$ cat src/hw/ccc_pkg.sv
// ============================================================================
// Shared constants for the core control front-end
// ============================================================================
package ccc_pkg;

    // ========================================================================
    // Register map, byte addresses on the APB
    localparam logic [11:0] ADDR_CTRL    = 12'h000;
    localparam logic [11:0] ADDR_STATUS  = 12'h004;
    localparam logic [11:0] ADDR_RETIRED = 12'h008;
    localparam logic [11:0] ADDR_STALLS  = 12'h00C;

    // ========================================================================
    // Control register fields
    localparam int          CTRL_W        = 5;
    localparam int          CTRL_BIG_BIT  = 0;   // Byte order, 1 = big-endian
    localparam int          CTRL_BYP_BIT  = 1;   // Interrupt synchroniser bypass
    localparam int          CTRL_PRED_BIT = 2;   // Branch prediction enable
    localparam int          CTRL_FDIS_BIT = 3;   // Fast interrupt disable
    localparam int          CTRL_IDIS_BIT = 4;   // Normal interrupt disable
    // Both interrupts come out of reset disabled, little-endian, no prediction
    localparam logic [4:0]  CTRL_RST      = 5'h18;

    // ========================================================================
    // Core timing figures
    localparam int          PIPE_STAGES   = 5;
    localparam int          OPERAND_W     = 32;
    localparam int          MUL_BITS_CYC  = 8;
    localparam int          MAX_FREE_LSL  = 3;
    localparam int          BASE_CYC      = 1;
    localparam int          MUL_CYC       = OPERAND_W / MUL_BITS_CYC;
    localparam logic [31:0] RESTART_ADDR  = 32'h0000_0000;

    // ========================================================================
    // Core state, one-hot
    typedef enum logic [3:0] {
        ST_HALT    = 4'h1,
        ST_RESTART = 4'h2,
        ST_IDLE    = 4'h4,
        ST_BUSY    = 4'h8
    } ccc_state_t;

    // Instruction classes presented by the decode stage
    typedef enum logic [2:0] {
        K_ALU       = 3'h0,
        K_SHIFT_ADD = 3'h1,
        K_LOAD      = 3'h2,
        K_STORE     = 3'h3,
        K_MUL       = 3'h4,
        K_COP_REG   = 3'h5,
        K_COP_MEM   = 3'h6,
        K_BRANCH    = 3'h7
    } ccc_kind_t;

endpackage

$ cat src/hw/ccc_irq_if.sv
`timescale 1ns/10ps
`default_nettype none
// ============================================================================
// Interrupt path between the control core and its synchroniser
// ============================================================================
interface ccc_irq_if;
    logic fast_n;
    logic normal_n;
    logic bypass;
    logic clk_en;
    logic fast_req;
    logic normal_req;

    modport core (output fast_n, normal_n, bypass, clk_en, input fast_req, normal_req);
    modport sync (input fast_n, normal_n, bypass, clk_en, output fast_req, normal_req);
endinterface
`default_nettype wire

$ cat src/hw/ccc_irq_sync.sv
`timescale 1ns/10ps
`default_nettype none
// ============================================================================
// Two-flop interrupt synchroniser with bypass
// ============================================================================
module ccc_irq_sync
(
    // Clock and reset
    input  wire logic  mclk_i,
    input  wire logic  reset_i,
    // Interrupt path
    ccc_irq_if.sync    irq
);

    typedef struct packed {
        logic [1:0] meta;
        logic [1:0] stab;
    } ccc_sync_st_t;

    ccc_sync_st_t s_r;
    ccc_sync_st_t s_nxt;
    logic [1:0]   raw;
    logic [1:0]   req;

    // Active-high requests, bit 0 fast and bit 1 normal
    assign raw = ~{irq.normal_n, irq.fast_n};

    // Stages only move on enabled cycles, so a held core keeps its history
    always_comb
    begin
        s_nxt = s_r;
        if (irq.clk_en)
        begin
            s_nxt.meta = raw;
            s_nxt.stab = s_r.meta;
        end
    end

    always_ff @(posedge mclk_i or posedge reset_i)
    begin
        if (reset_i)
            s_r <= '0;
        else
            s_r <= s_nxt;
    end

    // Per-channel choice between synchronised and direct sampling
    genvar g;
    generate
        for (g = 0; g < 2; g++)
        begin : g_sel
            assign req[g] = irq.bypass ? raw[g] : s_r.stab[g];
        end
    endgenerate

    assign irq.fast_req   = req[0];
    assign irq.normal_req = req[1];

    // ========================================================================
    // Checks
    chk_sync_two_flop: assert property (
        @(posedge mclk_i) disable iff (reset_i)
        (!irq.bypass && irq.clk_en) [*3] |-> irq.fast_req == !$past(irq.fast_n, 2))
        else $error("fast request does not trail the pin by two flops");

    chk_sync_bypass: assert property (
        @(posedge mclk_i) disable iff (reset_i)
        irq.bypass |-> irq.normal_req == !irq.normal_n)
        else $error("bypassed normal request differs from pin");

endmodule
`default_nettype wire

$ cat src/hw/ccc_core_ctrl.sv
// Design decisions made here: the APB interface to the registers and the placing of the registers.
`timescale 1ns/10ps
`default_nettype none
// ============================================================================
// Notes on behaviour
// - Each clock period is a low phase then a high phase.
// - One clock drives core, prefetch unit and coprocessors.
// - Hold low lets the core advance every cycle.
// - Byte order select high means big-endian, low little-endian.
// - Fast interrupt taken only while its status enable is active.
// - Normal interrupt gated by own enable, loses to fast.
// - Prediction on folds branches; off passes every branch to core.
// - After reset goes high, fetch restarts at address zero; the core waits for two high cycles.
// - Five-stage pipeline, four of them data stages.
// - Word load followed by a consumer costs one extra cycle.
// - Shift plus add costs one cycle, except left shift up to three.
// - Single loads and stores take one cycle.
// - Multiplier retires eight multiplier bits per cycle.
// - Coprocessor register transfers only; memory transfers are refused.
// ============================================================================
module ccc_core_ctrl
(
    // Clock and reset
    input  wire logic        mclk_i,
    input  wire logic        reset_i,
    // APB slave
    input  wire logic        psel_i,
    input  wire logic        penable_i,
    input  wire logic        pwrite_i,
    input  wire logic [11:0] paddr_i,
    input  wire logic [31:0] pwdata_i,
    input  wire logic [3:0]  pstrb_i,
    output logic      [31:0] prdata_o,
    output logic             pready_o,
    output logic             pslverr_o,
    // System pins
    input  wire logic        clock_hold_request_i,
    input  wire logic        core_reset_n_i,
    input  wire logic        fast_irq_n_i,
    input  wire logic        normal_irq_n_i,
    // Instruction issue from decode
    input  wire logic        instr_valid_i,
    input  wire logic [2:0]  instr_kind_i,
    input  wire logic        instr_uses_load_i,
    input  wire logic        instr_shift_left_i,
    input  wire logic [4:0]  instr_shift_amt_i,
    input  wire logic [31:0] mem_rdata_i,
    output logic             instr_ready_o,
    // Core status and events
    output logic             core_clk_en_o,
    output logic             instr_done_o,
    output logic      [2:0]  instr_cycles_o,
    output logic             instr_abort_o,
    output logic             instr_undef_o,
    output logic             branch_folded_o,
    output logic             fetch_restart_o,
    output logic      [31:0] fetch_addr_o,
    output logic             fiq_take_o,
    output logic             irq_take_o,
    output logic      [31:0] load_data_o,
    output logic             byte_order_o,
    output logic             predict_enable_o
);

    typedef struct packed {
        ccc_pkg::ccc_state_t state;
        logic [2:0]          cnt;
        logic                last_load;
        logic [4:0]          stages;
        logic [4:0]          ctrl;
        logic [31:0]         retired;
        logic [31:0]         stalls;
        logic                done;
        logic                abort;
        logic                restart;
        logic                fold;
        logic                undef;
        logic                fiq_take;
        logic                irq_take;
        logic [2:0]          cycles;
        logic [31:0]         fetch_addr;
        logic [31:0]         load_data;
        logic [31:0]         prdata;
        logic                pslverr;
    } ccc_core_st_t;

    ccc_core_st_t s_r;
    ccc_core_st_t s_nxt;
    logic         clk_en;
    logic         fiq_want;
    logic         irq_want;
    logic         accept;
    logic         apb_wr;

    ccc_irq_if    irq_bus ();

    // ========================================================================
    // Byte lane reversal for big-endian loads
    function automatic logic [31:0] swap_bytes(input logic [31:0] w);
        swap_bytes = {w[7:0], w[15:8], w[23:16], w[31:24]};
    endfunction

    // ========================================================================
    // Internal clock is this clock gated by the hold request; one clock only,
    // the hold becomes an enable so no gated clock tree is needed
    assign clk_en        = !clock_hold_request_i;
    assign core_clk_en_o = clk_en;

    // Interrupt synchroniser
    assign irq_bus.fast_n   = fast_irq_n_i;
    assign irq_bus.normal_n = normal_irq_n_i;
    assign irq_bus.bypass   = s_r.ctrl[ccc_pkg::CTRL_BYP_BIT];
    assign irq_bus.clk_en   = clk_en;

    ccc_irq_sync u_irq_sync (
        .mclk_i  (mclk_i),
        .reset_i (reset_i),
        .irq     (irq_bus)
    );

    // Interrupt priority: fast wins over normal in the same cycle
    assign fiq_want = irq_bus.fast_req && !s_r.ctrl[ccc_pkg::CTRL_FDIS_BIT];
    assign irq_want = irq_bus.normal_req && !s_r.ctrl[ccc_pkg::CTRL_IDIS_BIT]
                      && !fiq_want;

    // Issue handshake; interrupts are taken between instructions
    assign instr_ready_o = (s_r.state == ccc_pkg::ST_IDLE) && clk_en && core_reset_n_i
                           && !fiq_want && !irq_want;
    assign accept        = instr_ready_o && instr_valid_i;
    assign apb_wr        = psel_i && penable_i && pwrite_i;

    // Zero wait states: every access completes in its first access cycle
    assign pready_o = 1'b1;

    // ========================================================================
    // Next-state logic
    always_comb
    begin
        logic [2:0] cyc;
        cyc = 3'(ccc_pkg::BASE_CYC);
        s_nxt          = s_r;
        s_nxt.done     = 1'b0;
        s_nxt.abort    = 1'b0;
        s_nxt.restart  = 1'b0;
        s_nxt.fold     = 1'b0;
        s_nxt.undef    = 1'b0;
        s_nxt.fiq_take = 1'b0;
        s_nxt.irq_take = 1'b0;

        // Read data and error are prepared in the setup cycle
        if (psel_i && !penable_i)
        begin
            s_nxt.pslverr = 1'b0;
            unique case (paddr_i)
                ccc_pkg::ADDR_CTRL:    s_nxt.prdata = {27'h000_0000, s_r.ctrl};
                ccc_pkg::ADDR_STATUS:  s_nxt.prdata = {18'h0_0000, irq_bus.normal_req,
                                                       irq_bus.fast_req, s_r.stages,
                                                       s_r.state, s_r.cycles};
                ccc_pkg::ADDR_RETIRED: s_nxt.prdata = s_r.retired;
                ccc_pkg::ADDR_STALLS:  s_nxt.prdata = s_r.stalls;
                default:
                begin
                    s_nxt.prdata  = 32'h0000_0000;
                    s_nxt.pslverr = 1'b1;
                end
            endcase
        end

        // Software write first, so hardware sets below win the same cycle
        if (apb_wr && paddr_i == ccc_pkg::ADDR_CTRL && pstrb_i[0])
            s_nxt.ctrl = pwdata_i[4:0];

        // Cycle cost of the offered instruction
        unique case (ccc_pkg::ccc_kind_t'(instr_kind_i))
            ccc_pkg::K_SHIFT_ADD:
                if (!(instr_shift_left_i && instr_shift_amt_i <= 5'(ccc_pkg::MAX_FREE_LSL)))
                    cyc = 3'(ccc_pkg::BASE_CYC + 1);
            ccc_pkg::K_MUL:
                cyc = 3'(ccc_pkg::MUL_CYC);
            default:
                cyc = 3'(ccc_pkg::BASE_CYC);
        endcase
        if (s_r.last_load && instr_uses_load_i)
            cyc = cyc + 3'h1;

        if (!core_reset_n_i)
        begin
            // Reset cuts off whatever is in flight, hold or no hold
            if (s_r.state == ccc_pkg::ST_BUSY)
                s_nxt.abort = 1'b1;
            s_nxt.state     = ccc_pkg::ST_HALT;
            s_nxt.cnt       = 3'h0;
            s_nxt.stages    = 5'h00;
            s_nxt.last_load = 1'b0;
        end
        else if (clk_en)
        begin
            // Issue slot enters stage one and walks through all five
            s_nxt.stages = {s_r.stages[3:0], accept};
            unique case (s_r.state)
                ccc_pkg::ST_HALT:
                    s_nxt.state = ccc_pkg::ST_RESTART;
                ccc_pkg::ST_RESTART:
                begin
                    s_nxt.restart    = 1'b1;
                    s_nxt.fetch_addr = ccc_pkg::RESTART_ADDR;
                    s_nxt.state      = ccc_pkg::ST_IDLE;
                end
                ccc_pkg::ST_IDLE:
                begin
                    if (fiq_want)
                    begin
                        // Entering the fast handler masks both sources
                        s_nxt.fiq_take                      = 1'b1;
                        s_nxt.ctrl[ccc_pkg::CTRL_FDIS_BIT]  = 1'b1;
                        s_nxt.ctrl[ccc_pkg::CTRL_IDIS_BIT]  = 1'b1;
                        s_nxt.last_load                     = 1'b0;
                    end
                    else if (irq_want)
                    begin
                        s_nxt.irq_take                      = 1'b1;
                        s_nxt.ctrl[ccc_pkg::CTRL_IDIS_BIT]  = 1'b1;
                        s_nxt.last_load                     = 1'b0;
                    end
                    else if (accept)
                    begin
                        s_nxt.last_load = (instr_kind_i == ccc_pkg::K_LOAD);
                        s_nxt.cycles    = cyc;
                        if (instr_kind_i == ccc_pkg::K_COP_MEM)
                        begin
                            s_nxt.undef  = 1'b1;
                            s_nxt.cycles = 3'h0;
                        end
                        else if (instr_kind_i == ccc_pkg::K_BRANCH
                                 && s_r.ctrl[ccc_pkg::CTRL_PRED_BIT])
                        begin
                            // Folded in the prefetch unit, costs no core cycle
                            s_nxt.fold    = 1'b1;
                            s_nxt.cycles  = 3'h0;
                            s_nxt.retired = s_r.retired + 32'h0000_0001;
                        end
                        else
                        begin
                            s_nxt.cnt   = cyc;
                            s_nxt.state = ccc_pkg::ST_BUSY;
                        end
                        if (instr_kind_i == ccc_pkg::K_LOAD)
                            s_nxt.load_data = s_r.ctrl[ccc_pkg::CTRL_BIG_BIT]
                                              ? swap_bytes(mem_rdata_i)
                                              : mem_rdata_i;
                    end
                end
                ccc_pkg::ST_BUSY:
                begin
                    s_nxt.cnt = s_r.cnt - 3'h1;
                    if (s_r.cnt == 3'h1)
                    begin
                        s_nxt.done    = 1'b1;
                        s_nxt.state   = ccc_pkg::ST_IDLE;
                        s_nxt.retired = s_r.retired + 32'h0000_0001;
                    end
                end
            endcase
        end
        else if (s_r.state != ccc_pkg::ST_HALT)
            s_nxt.stalls = s_r.stalls + 32'h0000_0001;
    end

    // ========================================================================
    // State register
    always_ff @(posedge mclk_i or posedge reset_i)
    begin
        if (reset_i)
        begin
            s_r            <= '0;
            s_r.state      <= ccc_pkg::ST_HALT;
            s_r.ctrl       <= ccc_pkg::CTRL_RST;
            s_r.fetch_addr <= ccc_pkg::RESTART_ADDR;
        end
        else
            s_r <= s_nxt;
    end

    // ========================================================================
    // Outputs
    assign prdata_o         = s_r.prdata;
    assign pslverr_o        = s_r.pslverr;
    assign instr_done_o     = s_r.done;
    assign instr_cycles_o   = s_r.cycles;
    assign instr_abort_o    = s_r.abort;
    assign instr_undef_o    = s_r.undef;
    assign branch_folded_o  = s_r.fold;
    assign fetch_restart_o  = s_r.restart;
    assign fetch_addr_o     = s_r.fetch_addr;
    assign fiq_take_o       = s_r.fiq_take;
    assign irq_take_o       = s_r.irq_take;
    assign load_data_o      = s_r.load_data;
    assign byte_order_o     = s_r.ctrl[ccc_pkg::CTRL_BIG_BIT];
    assign predict_enable_o = s_r.ctrl[ccc_pkg::CTRL_PRED_BIT];

    // ========================================================================
    // Checks
    chk_hold_freeze: assert property (
        @(posedge mclk_i) disable iff (reset_i)
        (clock_hold_request_i && core_reset_n_i) |=> $stable(s_r.state) && $stable(s_r.cnt))
        else $error("core state moved while held");

    chk_hold_follow: assert property (
        @(posedge mclk_i) disable iff (reset_i)
        (s_r.state == ccc_pkg::ST_BUSY && s_r.cnt == 3'h1 && !clock_hold_request_i
         && core_reset_n_i) |=> instr_done_o && s_r.state == ccc_pkg::ST_IDLE)
        else $error("unheld core did not advance");

    chk_fiq_gate: assert property (
        @(posedge mclk_i) disable iff (reset_i)
        fiq_take_o |-> $past(irq_bus.fast_req) && !$past(s_r.ctrl[ccc_pkg::CTRL_FDIS_BIT]))
        else $error("fast interrupt taken while disabled or absent");

    chk_fiq_priority: assert property (
        @(posedge mclk_i) disable iff (reset_i)
        irq_take_o |-> !$past(fiq_want) && !fiq_take_o)
        else $error("normal interrupt beat a fast one");

    chk_predict_fold: assert property (
        @(posedge mclk_i) disable iff (reset_i)
        (accept && instr_kind_i == ccc_pkg::K_BRANCH)
        |=> branch_folded_o == $past(s_r.ctrl[ccc_pkg::CTRL_PRED_BIT]))
        else $error("branch folding does not follow prediction enable");

    chk_reset_abort: assert property (
        @(posedge mclk_i) disable iff (reset_i)
        (!core_reset_n_i && s_r.state == ccc_pkg::ST_BUSY) |=> instr_abort_o)
        else $error("core reset did not abort the instruction");

    chk_restart_zero: assert property (
        @(posedge mclk_i) disable iff (reset_i)
        fetch_restart_o |-> fetch_addr_o == ccc_pkg::RESTART_ADDR
                            && $past(core_reset_n_i) && $past(core_reset_n_i, 2))
        else $error("restart without a high reset cycle or off zero");

    chk_load_interlock: assert property (
        @(posedge mclk_i) disable iff (reset_i)
        (accept && s_r.last_load && instr_uses_load_i && instr_kind_i == ccc_pkg::K_ALU)
        |=> instr_cycles_o == 3'h2)
        else $error("load-use interlock not two cycles");

    chk_shift_add: assert property (
        @(posedge mclk_i) disable iff (reset_i)
        (accept && !s_r.last_load && instr_kind_i == ccc_pkg::K_SHIFT_ADD
         && instr_shift_left_i && instr_shift_amt_i == 5'h04) |=> instr_cycles_o == 3'h2)
        else $error("shift then add did not cost a cycle");

    chk_mul_rate: assert property (
        @(posedge mclk_i) disable iff (reset_i)
        (accept && !s_r.last_load && instr_kind_i == ccc_pkg::K_MUL)
        |=> (instr_cycles_o == 3'h4
             and ((!clock_hold_request_i && core_reset_n_i) [*4] |=> instr_done_o)))
        else $error("multiply not eight bits per cycle");

    chk_cop_reject: assert property (
        @(posedge mclk_i) disable iff (reset_i)
        (accept && instr_kind_i == ccc_pkg::K_COP_MEM)
        |=> instr_undef_o && s_r.state == ccc_pkg::ST_IDLE)
        else $error("coprocessor memory transfer accepted");

endmodule
`default_nettype wire

$ cat config.mk
export PLATFORM = sky130hd
export DESIGN_NAME = ccc_core_ctrl
export DESIGN_NICKNAME = d
export VERILOG_FILES = /design/src/hw/ccc_pkg.sv /design/src/hw/ccc_irq_if.sv /design/src/hw/ccc_irq_sync.sv /design/src/hw/ccc_core_ctrl.sv
export SDC_FILE = /design/constraint.sdc
export NUM_CORES = 1
export LEC_CHECK = 0
export BUFFER_PORTS_ARGS = -buffer_cell sky130_fd_sc_hd__buf_2
export CAP_MARGIN = 20
export CORE_ASPECT_RATIO = 0.8
export CORE_MARGIN = 2
export CORE_UTILIZATION = 32
export DETAILED_ROUTE_END_ITERATION = 8
export PLACE_DENSITY = 0.53
export SLEW_MARGIN = 20
export SYNTH_ARGS = -nofsm -noshare
export SYNTH_HDL_FRONTEND = slang
export SYNTH_HIERARCHICAL = 1
export SYNTH_SLANG_ARGS = --single-unit
$ cat constraint.sdc
create_clock -name mclk_i -period 4.86 [get_ports mclk_i]
set_input_delay 0.486 -clock mclk_i [delete_from_list [all_inputs] [get_ports mclk_i]]
set_output_delay 0.486 -clock mclk_i [all_outputs]
set_load 0.1 [all_outputs]
==> results.yml <==
clock_network:
  cts_resized: 0
  cts_buffer_depth: 2
  clk_latency_ns: 0.43
  clk_pin_slew_worst_paths_ns: 0.07
  postCtsSetupBuffers: 0
  cts_inserted_buffers: 17
  cts_root_buf: "clkbuf_16"
  h-tree-depth: 4
  cts_tree: "yes"
  cts.sinks: 161
logic_synthesis:
  synth_top_family_by_area: "multiplexers"
  synthMuxAreaShare_pct: 15.87
  synthArstFlopShare_pct: 100.0
  synthAdderAreaFrac_pct: 0.7039
  avgSynthCellArea_um2: 11.01
  ys.flop_type: "dfrtp_1"
  ys_warn_count: 6
  synth-simple-area-share_pct: 15.30
  syn-cell-area_um2: 8887
  synth_cell_types: 55
  synth_edf_count: 0
  synth-compound-area-share_pct: 5.153
  synth-xor-area-share_pct: 6.307
  yosysSeqAreaShare_pct: 45.38
  synth-seq-cells: 161
  postSynthCellCount: 807
finish:
  multiInputGateArea_um2: 3978
  area_growth_pct: 11.57
  drive_gt1_share_pct: 32.96
  fillers: 2759
  nets: 975
  regArea_um2: 4033
  fin_cells: 1249
worst_setup_path:
  cp-end-kind: "output pin"
  startpoint: "s_r[187]$_DFFE_PP0P_"
  r2r_cells: 5
  crit_fanout: 12
  rr_startpoint: "s_r[187]$_DFFE_PP0P_"
  reg2reg_slack_ns: 2.02
  r2r_end: "s_r[140]$_DFFE_PP0P_"
  crit_type: "flip-flop to output pin"
  required_ns: 4.37
  arrival_ns: 2.54
  cp-start-kind: "flip-flop"
sta:
  period_minus_slack_ns: 3.027
  fin_skew_ns: 0.01327
  tns_ns: 0
  final.period_utilization_pct: 62.28
  rsz0062_at_grt: "false"
  worst_pin_slew_ns: 0.9050
  fin_ws_ns: 1.833
  slew_violations: 0
  slew_headroom_pct: 39.67
  hold_viol: 0
  fmax_mhz: 330.4
  setup_viol: 0
floorplan:
  fp.dieH_um: 153.1
  core_um2: 27300
  initial_utilization_pct: 32.56
  ioPinCount: 212
  design.die.area_um2: 29130
  dieWidth_um: 190.3
  std_cell_rows: 54
detailed_routing:
  vias: 5870
  drt_wl_total_mm: 21.05
  drc: 0
  vias_per_cell: 4.700
  drt_first_pass_iters: 5
  drt_iter0_markers: 309
  wl_per_cell_um: 16.86
  antenna_left: 0
global_routing:
  grt_max_degree: 95
  grt_overflow: 0
  track_usage_pct: 14.99
  first_global_vias: 5861
  grt_pass1_wl_mm: 33.91
  antenna_found_initial: 2
power:
  power_mw: 3.146
  power.leakage_nw: 4.816
  powerDensity_nw_per_um2: 317.3
  max-vdd-ir-drop_v: 0.0002265
placement:
  io_buffers: 146
  post-place-cells: 1214
  place_hpwl_mm: 14.88
  dpl_worst_slack_ns: 1.704
  gp_congestion: 0.7603
worst_hold_path:
  hold_path_class: "input port to flip-flop"
  hold_start: "fast_irq_n_i"
  holdPathStages: 2
  whs_endpoint: "u_irq_sync/s_r[2]$_DFFE_PP0P_"
flow_run:
  drv_cap: 0
status:
  status: "complete, no violations"
-- cell type report --
class	count	share of cell area, %
flip-flops and latches	161	40.67
clock buffers	18	4.429
well taps	364	4.593
repair buffers	153	7.924
multi-input cells	527	40.11
inverters	10	0.4290
clock inverters	14	1.792
diodes	2	0.05047
-- per-stage QoR --
stage / cell area, um^2 / hold WS (ns) / util [%]
3_5_place_dp: 9284 / 0.4157 / 34.01
2_1_floorplan: 9004 / 0.2521 / -
5_1_grt: 9916 / 0.2423 / 36.33
6_report: 9916 / 0.2408 / 36.33
4_1_cts: 9911 / 0.2229 / 36.31
3_3_place_gp: 9284 / 0.4148 / 34.01
-- repair_timing --
action                     CTS  global route
setup endpoints to repair    0             0
hold buffers                 1             0
hold endpoints to repair     4             0
-- state kept, by name, indices dropped and copies added (netlist names) --
register          flops
branch_folded_o       1
byte_order_o          1
fetch_restart_o       1
fiq_take_o            1
instr_abort_o         1
instr_cycles_o        3
instr_done_o          1
instr_undef_o         1
irq_bus.bypass        1
irq_take_o            1
load_data_o          32
prdata_o             32
predict_enable_o      1
pslverr_o             1
s_r                  79
u_irq_sync/s_r        4
-- cell families (layout without fill, tap and decap cells) --
logic type | after synthesis | count (layout)
other | 2 | 35
flip-flops | 161 | 161
XOR/XNOR | 64 | 64
AND/OR/NAND/NOR | 239 | 239
adder cells (fa/ha/maj) | 5 | 5
buffers and inverters | 150 | 195
AO/OA/AOI/OAI | 73 | 73
multiplexers | 113 | 113
-- routing by layer --
| metal | vias to the layer above | part of all wire (%) | global-route usage, % |
|---|---|---|---|
| li1 | 2846 | - | - |
| met1 | 2896 | 50 | 21.77 |
| met2 | 110 | 45 | 22.25 |
| met3 | 18 | 3.9 | 3.031 |
| met4 | 0 | 1.6 | 4.836 |
| met5 | - | 0 | 0 |
-- report_power, final --
part | switching [mW] | total, mW | internal [mW]
registers | 0.0331 | 1.40 | 1.37
logic | 0.231 | 0.314 | 0.0833
clock network | 0.597 | 1.43 | 0.832
-- cell usage after synthesis, drive strengths merged, types with 16 or more instances --
cell | n | area (um^2)
nand2 | 68 | 262.8
xor2 | 36 | 315.3
o21ai | 31 | 155.1
clkbuf | 19 | 71.32
nor3 | 16 | 80.08
nor2 | 27 | 117.6
dfrtp | 158 | 3954
xnor2 | 28 | 245.2
mux2 | 83 | 1047
mux2i | 25 | 250.2
nand3 | 24 | 120.1
nand4 | 31 | 193.9
buf | 121 | 887.1
nor4 | 22 | 190.2
-- worst max-delay path by stage --
| stage | to | slack (ns) | cells past startpoint |
|---|---|---|---|
| 6_report | instr_ready_o | 1.83 | 4 |
| 5_1_grt | instr_ready_o | 1.58 | 4 |
| 4_1_cts | instr_ready_o | 1.82 | 4 |
| 3_5_place_dp | irq_bus.bypass$_DFFE_PP0N_ | 1.70 | 5 |
| 3_3_place_gp | predict_enable_o$_DFFE_PP0N_ | 1.75 | 5 |
| 2_1_floorplan | branch_folded_o$_DFF_PP0_ | 0.14 | 1 |
-- placed cells by master, fill, tap and decap left out, types with 6 or more instances in the layout --
cell       synthesis  layout
conb_1             2      33
a21oi_1            8       8
xnor2_1           28      28
inv_1             10       9
buf_2             10     146
nor4_1            15      15
and3_1            14      14
o31ai_1           12      12
nor4_2             6       6
o21ai_0           29      29
nand2b_1           8       7
nor3_1            16      16
a22oi_1            9       9
mux2_2            49      49
nor2b_1            6       6
and2_1             6       6
nand4_1           31      31
buf_4            102       6
mux2_4            30      30
nand3_1           24      24
clkbuf_16          0      17
mux2i_1           25      25
nand2_1           67      67
dfrtp_1          158     158
xor2_1            36      36
nor2_1            26      26
-- critical path, cell delays in order, from the launching register on --
cell	delay, ns
dfrtp_1	0.59
nor4b_1	0.65
nand3_1	0.26
nor2_1	0.14
buf_2	0.45
Note: power is estimated with default switching activity, not from simulation.
